$ cat src/hw/ifd_defines.vh
// constants for the instruction format decoder
`ifndef IFD_DEFINES_VH
`define IFD_DEFINES_VH
`define IFD_WORD_W 14
`define IFD_OP_HI 13
`define IFD_OP_LO 8
`define IFD_DEST_BIT 7
`define IFD_FILE_HI 6
`define IFD_FILE_LO 0
`define IFD_BIT_HI 9
`define IFD_BIT_LO 7
`define IFD_LIT_HI 7
`define IFD_LIT_LO 0
`define IFD_JOP_HI 13
`define IFD_JOP_LO 11
`define IFD_JLIT_HI 10
`define IFD_JLIT_LO 0
`define IFD_CLS_HI 13
`define IFD_CLS_LO 12
`define IFD_SUB_HI 11
`define IFD_SUB_LO 8
`define IFD_BSUB_LO 10
`define IFD_CLS_BYTE 2'h0
`define IFD_CLS_BIT 2'h1
`define IFD_CLS_JUMP 2'h2
`define IFD_CLS_LIT 2'h3
`define IFD_DEST_W 1'h0
`define IFD_DEST_F 1'h1
`define IFD_PHASES 2'h3
`define IFD_BTFSC_SEL 2'h2
`define IFD_BTFSS_SEL 2'h3
`define IFD_DECSZ 4'hB
`define IFD_INCSZ 4'hF
`define IFD_RET 14'h0008
`define IFD_RETI 14'h0009
`define IFD_LIT_RET 2'h1
`define IFD_PCL_ADDR 7'h02
`endif

$ cat src/hw/ifd_phase_gen.v
// four-phase instruction cycle divider
`timescale 1ns/1ns
`default_nettype none
`include "ifd_defines.vh"
module ifd_phase_gen (
    input wire ref_clk,
    input wire rst_b,
    output reg [1:0] phase,
    output reg cycle_end
);
    // divide by four: one instruction cycle is four clock periods
    always @(posedge ref_clk or negedge rst_b) begin
        if (!rst_b) begin
            phase <= 2'h0;
            cycle_end <= 1'b0;
        end else begin
            phase <= phase + 2'h1;
            cycle_end <= (phase == (`IFD_PHASES - 2'h1));
        end
    end
endmodule // ifd_phase_gen
`default_nettype wire

$ cat src/hw/ifd_decoder.v
// instruction format decoder with cycle timing
// Contract
// - sort each word into byte, bit, or literal and control class
// - file address is seven low bits, range 0x00 to 0x7F
// - byte ops: opcode 13:8, destination bit 7, file address 6:0
// - destination 0 writes accumulator, 1 writes file register
// - bit ops: 3-bit bit select plus 7-bit file address in low bits
// - literal ops: opcode 13:8, 8-bit immediate in 7:0
// - don't-care bits are ignored by the decoder
// - one instruction cycle unless skip taken or counter changed
// - taken skip or counter change costs two cycles, second a nop
// - one instruction cycle is four clock periods
// - literal is 8 bits general, 11 bits for call and jump
`timescale 1ns/1ns
`default_nettype none
`include "ifd_defines.vh"
module ifd_decoder (
    input wire ref_clk,
    input wire rst_b,
    input wire [13:0] instr_word,
    input wire skip_true,
    output reg [1:0] instr_class,
    output reg [5:0] opcode,
    output reg [2:0] jump_opcode,
    output reg dest_file,
    output reg dest_accum,
    output reg [6:0] file_addr,
    output reg [2:0] bit_sel,
    output reg [7:0] literal8,
    output reg [10:0] literal11,
    output reg write_enable,
    output reg is_nop_cycle,
    output reg counter_change,
    output reg [1:0] phase_out,
    output reg cycle_strobe
);
    wire [1:0] phase;
    wire cycle_end;
    reg flush;
    reg [1:0] next_class;
    reg next_change;
    reg next_cond;

    ifd_phase_gen u_phase (
        .ref_clk(ref_clk),
        .rst_b(rst_b),
        .phase(phase),
        .cycle_end(cycle_end)
    );

    // class from the top two bits only; lower bits never alter class
    function [1:0] cls_of;
        input [13:0] w;
        begin
            cls_of = w[`IFD_CLS_HI:`IFD_CLS_LO];
        end
    endfunction

    // sub-opcode of the byte class, bits below the class pair
    function [3:0] byte_sub;
        input [13:0] w;
        begin
            byte_sub = w[`IFD_SUB_HI:`IFD_SUB_LO];
        end
    endfunction

    // two-bit sub-opcode shared by the bit and literal classes
    function [1:0] pair_sub;
        input [13:0] w;
        begin
            pair_sub = w[`IFD_SUB_HI:`IFD_BSUB_LO];
        end
    endfunction

    // decrement or increment with skip on zero
    function is_skip_byte;
        input [13:0] w;
        begin
            is_skip_byte = (byte_sub(w) == `IFD_DECSZ) ||
                (byte_sub(w) == `IFD_INCSZ);
        end
    endfunction

    // bit test with skip on clear or on set
    function is_skip_bit;
        input [13:0] w;
        begin
            is_skip_bit = (pair_sub(w) == `IFD_BTFSC_SEL) ||
                (pair_sub(w) == `IFD_BTFSS_SEL);
        end
    endfunction

    // subroutine and interrupt returns, matched on the whole word
    function is_return;
        input [13:0] w;
        begin
            is_return = (w == `IFD_RET) || (w == `IFD_RETI);
        end
    endfunction

    // any byte op writing back to the counter's low byte moves it,
    // clears and plain stores included, so the prefetch goes stale
    function is_pc_write;
        input [13:0] w;
        begin
            is_pc_write = (w[`IFD_DEST_BIT] == `IFD_DEST_F) &&
                (w[`IFD_FILE_HI:`IFD_FILE_LO] == `IFD_PCL_ADDR);
        end
    endfunction

    // byte class with the destination bit at the wanted value
    function dest_is;
        input [13:0] w;
        input d;
        begin
            dest_is = (cls_of(w) == `IFD_CLS_BYTE) &&
                (w[`IFD_DEST_BIT] == d);
        end
    endfunction

    always @* begin
        next_class = cls_of(instr_word);
        next_change = 1'b0;
        next_cond = 1'b0;
        case (next_class)
            `IFD_CLS_JUMP: begin
                next_change = 1'b1;
            end
            `IFD_CLS_LIT: begin
                // literal return: low sub-opcode bits are don't-care
                next_change = (pair_sub(instr_word) == `IFD_LIT_RET);
            end
            `IFD_CLS_BIT: begin
                next_cond = is_skip_bit(instr_word);
            end
            `IFD_CLS_BYTE: begin
                next_cond = is_skip_byte(instr_word);
                next_change = is_return(instr_word) ||
                    is_pc_write(instr_word);
            end
            default: begin
                next_change = 1'b0;
            end
        endcase
    end

    // phase view and cycle strobe follow the divider by one clock
    always @(posedge ref_clk or negedge rst_b) begin
        if (!rst_b) begin
            phase_out <= 2'h0;
            cycle_strobe <= 1'b0;
        end else begin
            phase_out <= phase;
            cycle_strobe <= cycle_end;
        end
    end

    // fields load on every boundary, nop cycles too, so the views
    // always match the word fetched last
    always @(posedge ref_clk or negedge rst_b) begin
        if (!rst_b) begin
            instr_class <= `IFD_CLS_BYTE;
            opcode <= 6'h00;
            jump_opcode <= 3'h0;
            file_addr <= 7'h00;
            bit_sel <= 3'h0;
            literal8 <= 8'h00;
            literal11 <= 11'h000;
        end else if (cycle_end) begin
            instr_class <= next_class;
            opcode <= instr_word[`IFD_OP_HI:`IFD_OP_LO];
            jump_opcode <= instr_word[`IFD_JOP_HI:`IFD_JOP_LO];
            file_addr <= instr_word[`IFD_FILE_HI:`IFD_FILE_LO];
            bit_sel <= instr_word[`IFD_BIT_HI:`IFD_BIT_LO];
            literal8 <= instr_word[`IFD_LIT_HI:`IFD_LIT_LO];
            literal11 <= instr_word[`IFD_JLIT_HI:`IFD_JLIT_LO];
        end
    end

    // control: a pending flush turns the next word into a nop
    always @(posedge ref_clk or negedge rst_b) begin
        if (!rst_b) begin
            write_enable <= 1'b0;
            dest_file <= 1'b0;
            dest_accum <= 1'b0;
            is_nop_cycle <= 1'b0;
            counter_change <= 1'b0;
            flush <= 1'b0;
        end else if (cycle_end) begin
            if (flush) begin
                // second cycle runs as a nop: prefetched word discarded
                write_enable <= 1'b0;
                dest_file <= 1'b0;
                dest_accum <= 1'b0;
                is_nop_cycle <= 1'b1;
                counter_change <= 1'b0;
                flush <= 1'b0;
            end else begin
                write_enable <= 1'b1;
                is_nop_cycle <= 1'b0;
                dest_file <= dest_is(instr_word, `IFD_DEST_F);
                dest_accum <= dest_is(instr_word, `IFD_DEST_W);
                counter_change <= next_change;
                // skip outcome only known to the datapath, taken here
                flush <= next_change || (next_cond && skip_true);
            end
        end
    end
endmodule // ifd_decoder
`default_nettype wire

$ cat config.mk
export PLATFORM = sky130hd
export DESIGN_NAME = ifd_decoder
export DESIGN_NICKNAME = d
export VERILOG_FILES = /design/src/hw/ifd_phase_gen.v /design/src/hw/ifd_decoder.v
export VERILOG_INCLUDE_DIRS = /design/src /design/src/hw
export SDC_FILE = /design/constraint.sdc
export NUM_CORES = 1
export LEC_CHECK = 0
export ABC_AREA = 1
export ABC_CLOCK_PERIOD_IN_PS = 1350
export BUFFER_PORTS_ARGS = -buffer_cell sky130_fd_sc_hd__buf_2
export CAP_MARGIN = 20
export CORE_MARGIN = 8
export CORE_UTILIZATION = 30
export CTS_CLUSTER_SIZE = 20
export DETAILED_ROUTE_END_ITERATION = 8
export SETUP_SLACK_MARGIN = 0.05
export SYNTH_ARGS = -nofsm -noshare
export SYNTH_HDL_FRONTEND = slang
export SYNTH_SLANG_ARGS = --single-unit
$ cat constraint.sdc
create_clock -name ref_clk -period 1.35 [get_ports ref_clk]
set_input_delay 0.2025 -clock ref_clk [delete_from_list [all_inputs] [get_ports ref_clk]]
set_output_delay 0.2025 -clock ref_clk [all_outputs]
set_load 0.05 [all_outputs]
==> reports/qor.txt, run 1 <==
Reg area: 651 um2
Gate power share: 22.8%
Clock share of power: 33.4%
First-pass GRT wire length: 4.77 mm
Die ar.: 0.00642 mm2
Core Rows: 23
Final ANT Viol Nets: 0
Grt ovf: 0
#FFs+latches synth: 26
Routed vias: 933
DP HPWL: 2.32 mm
Max stage delay on crit path: 0.40 ns
Clk root buf: clkbuf_8
Top delay family on crit path: flip-flops
FILL cells: 417
Hold WS: 0.148 ns
Reg-to-Reg End: dest_accum$_DFFE_PN0P_
Worst hold start: instr_word[4]
RSZ-0062 raised after global routing: false
Initial Util: 31.1%
Routed wire length per instance: 12.9 um
Final WS setup: 0.185 ns
Final hold violations: 0
CTS sink cnt: 26
Crit-path cells: buf_2
Worst Path Max Fanout: 4
Core ar.: 0.00397 mm2
Worst hold stages: 3
Residual DRC: 0
R2R cell count: 4
GPL Wtd Cong: 0.804
Drt total wl: 2.95 mm
Setup TNS: 0 ns
Net switching power: 0.630 mW
Layout cells sized above 1: 40.4%
Layout Area Growth over Synthesis: 20.3%
DP Worst Slack: 0.317 ns
Post-CTS Setup Inserts: 0
Vias in the first global route: 941
Lkg Pwr: 0.866 nW
DR iter-0 viols: 50
Syn nets: 155
Slew margin rel.: 61.2%
Setup CP Type: reg2out
Largest net degree at the start of global routing: 27
Worst Max-Slew Pin Slew: 0.582 ns
Most common cell after layout, fill and taps aside: buf_2
Die width: 80.1 um
Max cap viols: 0
CTS HTree Levels: 1
Status: finished clean
Switching share of power: 32.6%
Most frequent cells in the layout: buf_2 (64), nand2_1 (45), dfrtp_1 (26)
Total power: 1.93 mW
CP startpoint kind: flip-flop
Synthesis Warnings: 0
Setup Skew: 0.00676 ns
Hold Path End: file_addr[4]$_DFFE_PN0P_
Number of diodes: 0
Sequential share of power: 43.7%
Hold Path Class: in2reg
Period utilization: 86.3%
Nets: 197
Internal power: 1.30 mW
GR Util All Layers: 9.26%
Synthesized area: 0.00123 mm2
Post-DR vias/cell: 4.09
Worst-case clock buffer depth: 2
Multi-input gate area: 318 um2
Fmax achieved: 858 MHz
Total CTS buffers: 3
Critical path endpoint category: primary output
Post-layout minimum cycle time: 1.17 ns
Final setup viols: 0
Worst flop-to-flop path startpoint: u_phase.cycle_end$_DFF_PN0_
Worst skew pair latency: 0.27 ns
CTS tree: yes
DIE HEIGHT: 80.1 um
Avg Cell Area, Syn: 9.00 um2
Peak supply drop: 0.000592 V
Slowest stage cell, crit path: dfrtp_1
Max Transition Viols Final: 0
Req. time, crit path: 1.15 ns
Synth cell types: 17
PwrDens: 1300 mW/mm2
Worst path bufs/invs: 1
Mapped Cells: 137
Port Buf Inserts: 64
CP arrival: 0.96 ns
Antenna violations before repair: 0
Num ports: 65
Register area share after synthesis: 52.7%
Initial DRT Pass Iterations: 4
Worst-path clk slew: 0.09 ns
Worst reg2reg setup slack: 0.31 ns
[synthesized netlist by cell type]
| cell type | n | area share, % |
|---|---|---|
| buf_4 | 28 | 17 |
| o31ai_1 | 2 | 1.2 |
| dfrtp_1 | 26 | 53 |
| buf_6 | 1 | 0.91 |
| or2_0 | 1 | 0.51 |
| a21oi_1 | 2 | 0.81 |
| nor2_8 | 1 | 1.6 |
| o21ai_1 | 6 | 2.4 |
| nor2_1 | 8 | 2.4 |
| inv_4 | 1 | 0.51 |
| nand2_1 | 45 | 14 |
| o21ai_0 | 1 | 0.41 |
| nand3_1 | 3 | 1.2 |
| inv_2 | 1 | 0.30 |
| nor3_1 | 1 | 0.41 |
| inv_1 | 9 | 2.7 |
| ha_1 | 1 | 1.0 |
[power groups by stage]
stage | clock, mW | combinational, mW | sequential [mW]
after global routing | 0.694 | 0.467 | 0.854
after detailed placement | 0 | 0.443 | 0.861
after global placement | 0 | 0.444 | 0.860
final | 0.645 | 0.441 | 0.845
after floorplan | 0 | 0.251 | 0.974
after CTS | 0.657 | 0.446 | 0.845
[per-stage QoR]
step | area [um2] | cells | util [%]
final | 1480 | 228 | 37.4
after detailed placement | 1400 | 223 | 35.3
after CTS | 1480 | 228 | 37.4
after floorplan | 1230 | 137 | -
after global routing | 1480 | 228 | 37.4
after global placement | 1400 | 223 | 35.3
[sequential cells by signal (all words and copies together), names as in the netlist]
register and count:
bit_sel 1, counter_change 1, cycle_strobe 1, dest_accum 1, dest_file 1, file_addr 6, flush 1, is_nop_cycle 1
literal8 1, opcode 6, phase_out 2, u_phase.cycle_end 1, u_phase.phase 2, write_enable 1
[layer usage]
metal | GRT usage (%) | wire, um | vias up
met5 | 0 | 0 | -
met4 | 2.18 | 17 | 0
met3 | 3.91 | 316 | 2
met2 | 15.8 | 1440 | 34
met1 | 10.4 | 1180 | 422
li1 | - | - | 475
[repair_timing]
item | 4_1_cts | 5_1_grt
hold buffers | 1 | 0
setup endpoints to repair | 0 | 0
hold endpoints to repair | 26 | 0
resized for setup | 0 | 0
[cell families (layout without fill, tap and decap cells)]
logic type / Yosys count / count (layout) / share of synthesized area [%]
AO/OA/AOI/OAI: 11 / 11 / 4.87
adder cells (fa/ha/maj): 1 / 1 / 1.01
buffers and inverters: 40 / 81 / 21.5
flip-flops: 26 / 26 / 52.7
AND/OR/NAND/NOR: 59 / 59 / 19.9
[worst reg2reg max path: cells and delay by family, from the launching register on]
kind / cells / cell delay [ns]
compound gates: 1 / 0.17
flops: 1 / 0.45
simple gates: 1 / 0.12
buf+inv: 2 / 0.22
[layout make-up]
type	instances	share of cell area [%]
Timing Repair Buffer	66	22.8
Tap cell	50	4.22
Clock buffer	3	2.78
Clock inverter	1	2.02
Multi-Input combinational cell	71	21.4
Inverter	11	2.95
Sequential cell	26	43.8
[worst max-delay path by stage]
stage / slack, ns / end / from / cells past startpoint
2_1_floorplan: 0.23 / jump_opcode[1] / opcode[4]$_DFFE_PN0P_ / 1
3_3_place_gp: 0.33 / counter_change$_DFFE_PN0P_ / instr_word[12] / 7
3_5_place_dp: 0.32 / dest_accum$_DFFE_PN0P_ / u_phase.cycle_end$_DFF_PN0_ / 4
4_1_cts: 0.18 / opcode[1] / opcode[1]$_DFFE_PN0P_ / 1
5_1_grt: 0.13 / bit_sel[2] / opcode[1]$_DFFE_PN0P_ / 1
6_report: 0.18 / opcode[1] / opcode[1]$_DFFE_PN0P_ / 1
No activity file was read; power rests on OpenSTA's default activity.
==> inputs of run 2 (changes only) <==
--- a/config.mk
+++ b/config.mk
@@ -7,7 +7,7 @@
 export NUM_CORES = 1
 export LEC_CHECK = 0
 export ABC_AREA = 1
-export ABC_CLOCK_PERIOD_IN_PS = 1350
+export ABC_CLOCK_PERIOD_IN_PS = 1100
 export BUFFER_PORTS_ARGS = -buffer_cell sky130_fd_sc_hd__buf_2
 export CAP_MARGIN = 20
 export CORE_MARGIN = 8
==> constraint.sdc (replaced) <==
create_clock -name ref_clk -period 1.1 [get_ports ref_clk]
set_input_delay 0.165 -clock ref_clk [delete_from_list [all_inputs] [get_ports ref_clk]]
set_output_delay 0.165 -clock ref_clk [all_outputs]
set_load 0.05 [all_outputs]
==> reports/qor.txt, run 2 (synthesis results as in run 1) <==
CP startpoint kind: flip-flop (unchanged)
Core Rows: 23 (unchanged)
Final hold violations: 0 (unchanged)
Die ar.: 0.00642 mm2 (unchanged)
CTS HTree Levels: 1 (unchanged)
Worst path bufs/invs: 1 (unchanged)
Finished Layout Cells: 234 (was 228)
Most frequent cells in the layout: nand2_1 (45), buf_6 (40), buf_2 (17) (was buf_2 (64), nand2_1 (45), dfrtp_1 (26))
Total CTS buffers: 3 (unchanged)
Hold Path Class: in2reg (unchanged)
Worst flop-to-flop path startpoint: flush$_DFFE_PN0P_ (was u_phase.cycle_end$_DFF_PN0_)
Lkg Pwr: 0.951 nW (was 0.866 nW)
Initial DRT Pass Iterations: 4 (unchanged)
Top delay family on crit path: flip-flops (unchanged)
Worst-path clk slew: 0.09 ns (about the same)
First-pass GRT wire length: 4.97 mm (was 4.77 mm)
Final setup viols: 0 (unchanged)
DP Worst Slack: 0.0581 ns (was 0.317 ns)
FILL cells: 393 (was 417)
Max Transition Viols Final: 0 (unchanged)
Post-DR vias/cell: 4.16 (was 4.09)
Routed wire length per instance: 13.8 um (was 12.9 um)
Initial Util: 31.1% (unchanged)
RSZ-0062 raised after global routing: true (was false)
Placed cell count: 227 (was 223)
GPL Wtd Cong: 0.768 (was 0.804)
Crit path from: opcode[5]$_DFFE_PN0P_ (was opcode[1]$_DFFE_PN0P_)
GR Util All Layers: 9.82% (was 9.26%)
Layout Area Growth over Synthesis: 45.5% (was 20.3%)
Routed vias: 974 (was 933)
Fmax achieved: 940 MHz
Layout cells sized above 1: 51.1% (was 40.4%)
Setup TNS: 0 ns (unchanged)
R2R cell count: 5 (was 4)
Port Buf Inserts: 64 (unchanged)
CTS tree: yes (unchanged)
CTS sink cnt: 26 (unchanged)
Vias in the first global route: 1030 (was 941)
Nets: 203 (was 197)
Reg-to-Reg End: flush$_DFFE_PN0P_ (was dest_accum$_DFFE_PN0P_)
Setup Skew: 0.00769 ns (was 0.00676 ns)
Number of diodes: 0 (unchanged)
Most common cell after layout, fill and taps aside: nand2_1 (was buf_2)
Regs by FF count: file_addr x6, opcode x6 (unchanged)
Clk root buf: clkbuf_8 (unchanged)
Slew margin rel.: 78.0% (was 61.2%)
Peak supply drop: 0.000671 V (was 0.000592 V)
Worst-case clock buffer depth: 2 (unchanged)
Antenna violations before repair: 0 (unchanged)
Worst Path Max Fanout: 4 (unchanged)
Final WS setup: 0.0367 ns (was 0.185 ns)
CP arrival: 0.90 ns (was 0.96 ns)
Largest net degree at the start of global routing: 27 (unchanged)
DP HPWL: 2.37 mm (was 2.32 mm)
DR iter-0 viols: 48 (was 50)
PwrDens: 1260 mW/mm2 (was 1300 mW/mm2)
Slowest stage cell, crit path: dfrtp_2 (was dfrtp_1)
Final ANT Viol Nets: 0 (unchanged)
Crit-path cells: buf_4 (was buf_2)
Max cap viols: 0 (unchanged)
WP depth: 1 (unchanged)
Num ports: 65 (unchanged)
DIE HEIGHT: 80.1 um (unchanged)
Drt total wl: 3.22 mm (was 2.95 mm)
Period utilization: 96.7%
Residual DRC: 0 (unchanged)
Setup CP Type: reg2out (unchanged)
Worst Setup EP: opcode[5] (was opcode[1])
Critical path endpoint category: primary output (unchanged)
Max stage delay on crit path: 0.44 ns (was 0.40 ns)
Status: finished clean (unchanged)
Die width: 80.1 um (unchanged)
Worst reg2reg setup slack: 0.10 ns (was 0.31 ns)
Req. time, crit path: 0.94 ns (was 1.15 ns)
Post-layout minimum cycle time: 1.06 ns
Worst Max-Slew Pin Slew: 0.330 ns (was 0.582 ns)
Core ar.: 0.00397 mm2 (unchanged)
Worst skew pair latency: 0.27 ns (about the same)
Grt ovf: 0 (unchanged)
## run 2: cell types whose count changed in the layout (fill, tap and decap cells not counted), moves of 2 or more
cell      before  now
dfrtp_2        0   16
buf_4          1   12
buf_6          0   40
clkbuf_4       0    2
buf_2         64   17
dfrtp_1       26   10
## run 2: power breakdown
| group | switching [mW] | internal, mW | total [mW] |
|---|---|---|---|
| registers | 0.0573 | 1.00 | 1.06 |
| clock network | 0.281 | 0.259 | 0.540 |
| logic | 0.437 | 0.218 | 0.654 |
| total | 0.775 | 1.48 | 2.26 |
## run 2: cell type report
class / count / area (um2) / share of cell area (%)
clock buffer: 4 / 45.0 / 2.51
tap: 50 / 62.6 / 3.48
multi-input combinational: 71 / 323 / 18.0
timing repair buffer: 72 / 651 / 36.2
inverter: 11 / 43.8 / 2.44
sequential: 26 / 671 / 37.4
## run 2: metrics by stage
step	total power, mW	area, um2	hold WS (ns)	utilization, %
2_1_floorplan	1.51	1250	-0.131	-
3_3_place_gp	1.61	1450	0.179	36.5
3_5_place_dp	1.61	1450	0.180	36.5
4_1_cts	2.23	1650	0.101	41.5
5_1_grt	2.36	1800	0.120	45.2
6_report	2.26	1800	0.107	45.2
## run 2: worst min-delay path by stage
stage                                          end     startpoint  cells after the start  slack (ns)
after floorplan             bit_sel[0]$_DFFE_PN0P_          rst_b                      0       -0.13
after global placement       dest_file$_DFFE_PN0P_          rst_b                      2        0.18
after detailed placement     dest_file$_DFFE_PN0P_          rst_b                      2        0.18
after CTS                 file_addr[4]$_DFFE_PN0P_  instr_word[4]                      3        0.10
after global routing      file_addr[2]$_DFFE_PN0P_  instr_word[2]                      3        0.12
final                     file_addr[4]$_DFFE_PN0P_  instr_word[4]                      3        0.11
## run 2: per-layer routing
| layer | vias up | share of wire [%] | global-route usage [%] |
|---|---|---|---|
| met2 | 33 | 53 | 17.6 |
| met5 | - | 0 | 0 |
| met4 | 0 | 0.78 | 2.73 |
| met3 | 2 | 6.4 | 3.46 |
| li1 | 487 | - | - |
| met1 | 452 | 39 | 10.6 |
## run 2: repair_timing
item	in CTS	in global routing
setup buffers	0	2
endpoints found under the setup margin	46	51
gates resized for setup	52	43
pin swaps	0	0
endpoints found under the hold margin	26	0
gates cloned	0	0
hold buffers	1	0
==> inputs of run 3 (changes only) <==
--- a/config.mk
+++ b/config.mk
@@ -14,7 +14,7 @@
 export CORE_UTILIZATION = 30
 export CTS_CLUSTER_SIZE = 20
 export DETAILED_ROUTE_END_ITERATION = 8
-export SETUP_SLACK_MARGIN = 0.05
+export SETUP_SLACK_MARGIN = 0.02
 export SYNTH_ARGS = -nofsm -noshare
 export SYNTH_HDL_FRONTEND = slang
 export SYNTH_SLANG_ARGS = --single-unit
==> reports/qor.txt, run 3 (synthesis results as in run 1) <==
Post-DR vias/cell: 4.20 (was 4.16)
Worst Path Max Fanout: 4 (unchanged)
Final core area utilization: 44.8% (was 45.2%)
Top delay family on crit path: flip-flops (unchanged)
DP HPWL: 2.41 mm (was 2.37 mm)
Hold Path Class: in2reg (unchanged)
Number of diodes: 0 (unchanged)
Worst reg2reg setup slack: 0.11 ns (was 0.10 ns)
Worst flop-to-flop path startpoint: u_phase.cycle_end$_DFF_PN0_ (was flush$_DFFE_PN0P_)
Core ar.: 0.00397 mm2 (unchanged)
Worst skew pair latency: 0.27 ns (about the same)
Layout cells sized above 1: 50.0% (was 51.1%)
Crit path from: opcode[1]$_DFFE_PN0P_ (was opcode[5]$_DFFE_PN0P_)
Worst-path clk slew: 0.09 ns (about the same)
Initial DRT Pass Iterations: 4 (unchanged)
Regs by FF count: file_addr x6, opcode x6 (unchanged)
RSZ-0062 raised after global routing: true (unchanged)
Final ANT Viol Nets: 0 (unchanged)
Routed vias: 982 (was 974)
Design Area, Final: 0.00178 mm2 (was 0.00180 mm2)
Clk root buf: clkbuf_8 (unchanged)
Slowest stage cell, crit path: dfrtp_2 (unchanged)
Max cap viols: 0 (unchanged)
Reg area: 668 um2 (was 671 um2)
PwrDens: 1400 mW/mm2 (was 1260 mW/mm2)
Nets: 203 (unchanged)
Worst-case clock buffer depth: 2 (unchanged)
GPL Wtd Cong: 0.812 (was 0.768)
Final setup viols: 0 (unchanged)
Die ar.: 0.00642 mm2 (unchanged)
DP Area: 0.00145 mm2 (about the same)
First-pass GRT wire length: 4.92 mm (was 4.97 mm)
Vias in the first global route: 1052 (was 1030)
Slew margin rel.: 77.9% (was 78.0%)
Largest net degree at the start of global routing: 27 (unchanged)
DR iter-0 viols: 38 (was 48)
Residual DRC: 0 (unchanged)
Initial Util: 31.1% (unchanged)
Core Rows: 23 (unchanged)
Lkg Pwr: 0.956 nW (was 0.951 nW)
Worst hold stages: 3 (unchanged)
CP startpoint kind: flip-flop (unchanged)
GR Util All Layers: 9.88% (was 9.82%)
DIE HEIGHT: 80.1 um (unchanged)
Grt ovf: 0 (unchanged)
Die width: 80.1 um (unchanged)
Worst hold start: instr_word[4] (unchanged)
Routed wire length per instance: 13.4 um (was 13.8 um)
Post-layout minimum cycle time: 1.07 ns (was 1.06 ns)
Critical path endpoint category: primary output (unchanged)
CTS HTree Levels: 1 (unchanged)
Port Buf Inserts: 64 (unchanged)
CTS sink cnt: 26 (unchanged)
Multi-input gate area: 318 um2 (was 323 um2)
Hold Path End: file_addr[4]$_DFFE_PN0P_ (unchanged)
Reg-to-Reg End: dest_file$_DFFE_PN0P_ (was flush$_DFFE_PN0P_)
Worst path bufs/invs: 1 (unchanged)
Most frequent cells in the layout: nand2_1 (45), buf_6 (24), buf_4 (22) (was nand2_1 (45), buf_6 (40), buf_2 (17))
Req. time, crit path: 0.94 ns (about the same)
Period utilization: 97.7% (was 96.7%)
Final hold violations: 0 (unchanged)
Most common cell after layout, fill and taps aside: nand2_1 (unchanged)
Num ports: 65 (unchanged)
Max Transition Viols Final: 0 (unchanged)
Setup CP Type: reg2out (unchanged)
Fmax achieved: 931 MHz (was 940 MHz)
Drt total wl: 3.15 mm (was 3.22 mm)
Antenna violations before repair: 0 (unchanged)
R2R cell count: 4 (was 5)
Max stage delay on crit path: 0.44 ns (about the same)
CTS tree: yes (unchanged)
Peak supply drop: 0.000630 V (was 0.000671 V)
FILL cells: 393 (unchanged)
Total CTS buffers: 3 (unchanged)
Setup Skew: 0.00317 ns (was 0.00769 ns)
Crit-path cells: buf_4 (unchanged)
Worst Max-Slew Pin Slew: 0.332 ns (was 0.330 ns)
Layout Area Growth over Synthesis: 44.2% (was 45.5%)
CP arrival: 0.91 ns (was 0.90 ns)
Status: finished clean (unchanged)
## run 3: cell count changes in the layout (fill, tap and decap cells not counted), moves of 2 or more
cell     change
buf_2        +2
buf_4       +10
buf_6       -16
buf_8        +4
dfrtp_1      +2
dfrtp_2      -2
## run 3: cell type report
| type | count | share of cell area (%) |
|---|---|---|
| repair buffers | 72 | 34.6 |
| clock buffers | 3 | 2.32 |
| inverters | 11 | 2.46 |
| clock inverters | 1 | 1.69 |
| well taps | 50 | 3.52 |
| flip-flops and latches | 26 | 37.6 |
| multi-input cells | 71 | 17.9 |
## run 3: power by group
| part | switching [mW] | internal, mW | total [mW] |
|---|---|---|---|
| clock | 0.300 | 0.487 | 0.787 |
| combinational | 0.436 | 0.212 | 0.648 |
| sequential | 0.0540 | 1.00 | 1.06 |
## run 3: worst max path at each step
stage	to	slack, ns	depth (start not counted)
after floorplan	opcode[2]	0.03	1
after global placement	flush$_DFFE_PN0P_	0.08	5
after detailed placement	dest_accum$_DFFE_PN0P_	0.04	4
after CTS	opcode[3]	-0.02	1
after global routing	bit_sel[2]	-0.008	1
final	bit_sel[2]	0.03	1
## run 3: layer usage
metal / vias to the layer above / wire length (um) / global-route usage, %
met2: 32 / 1630 / 17.8
met1: 455 / 1260 / 10.1
met4: 0 / 44 / 4.91
li1: 491 / - / -
met5: - / 0 / 0
met3: 4 / 210 / 3.01
## run 3: repair_timing
item                                   in CTS  in global routing
buffers inserted                            0                  2
setup endpoints to repair                  42                 52
hold buffers                                1                  0
endpoints found under the hold margin      26                  0
gates resized for setup                    48                 36
## run 3: worst register-to-register path: stages, from the launching register on
cell and delay, ns:
dfrtp_2 0.46, inv_4 0.15, buf_4 0.18, nand2_1 0.06, o31ai_1 0.06
## run 3: per-stage QoR
stage	hold WS [ns]	worst slack [ns]	power, mW	setup TNS [ns]	cells
detailed placement	0.179	0.0415	1.61	0	227
finish	0.105	0.0255	2.49	0	234
CTS	0.101	-0.0227	2.48	-0.0829	232
global route	0.118	-0.00810	2.59	-0.0400	234
floorplan	-0.131	0.0312	1.51	0	137
global placement	0.176	0.0799	1.61	0	227
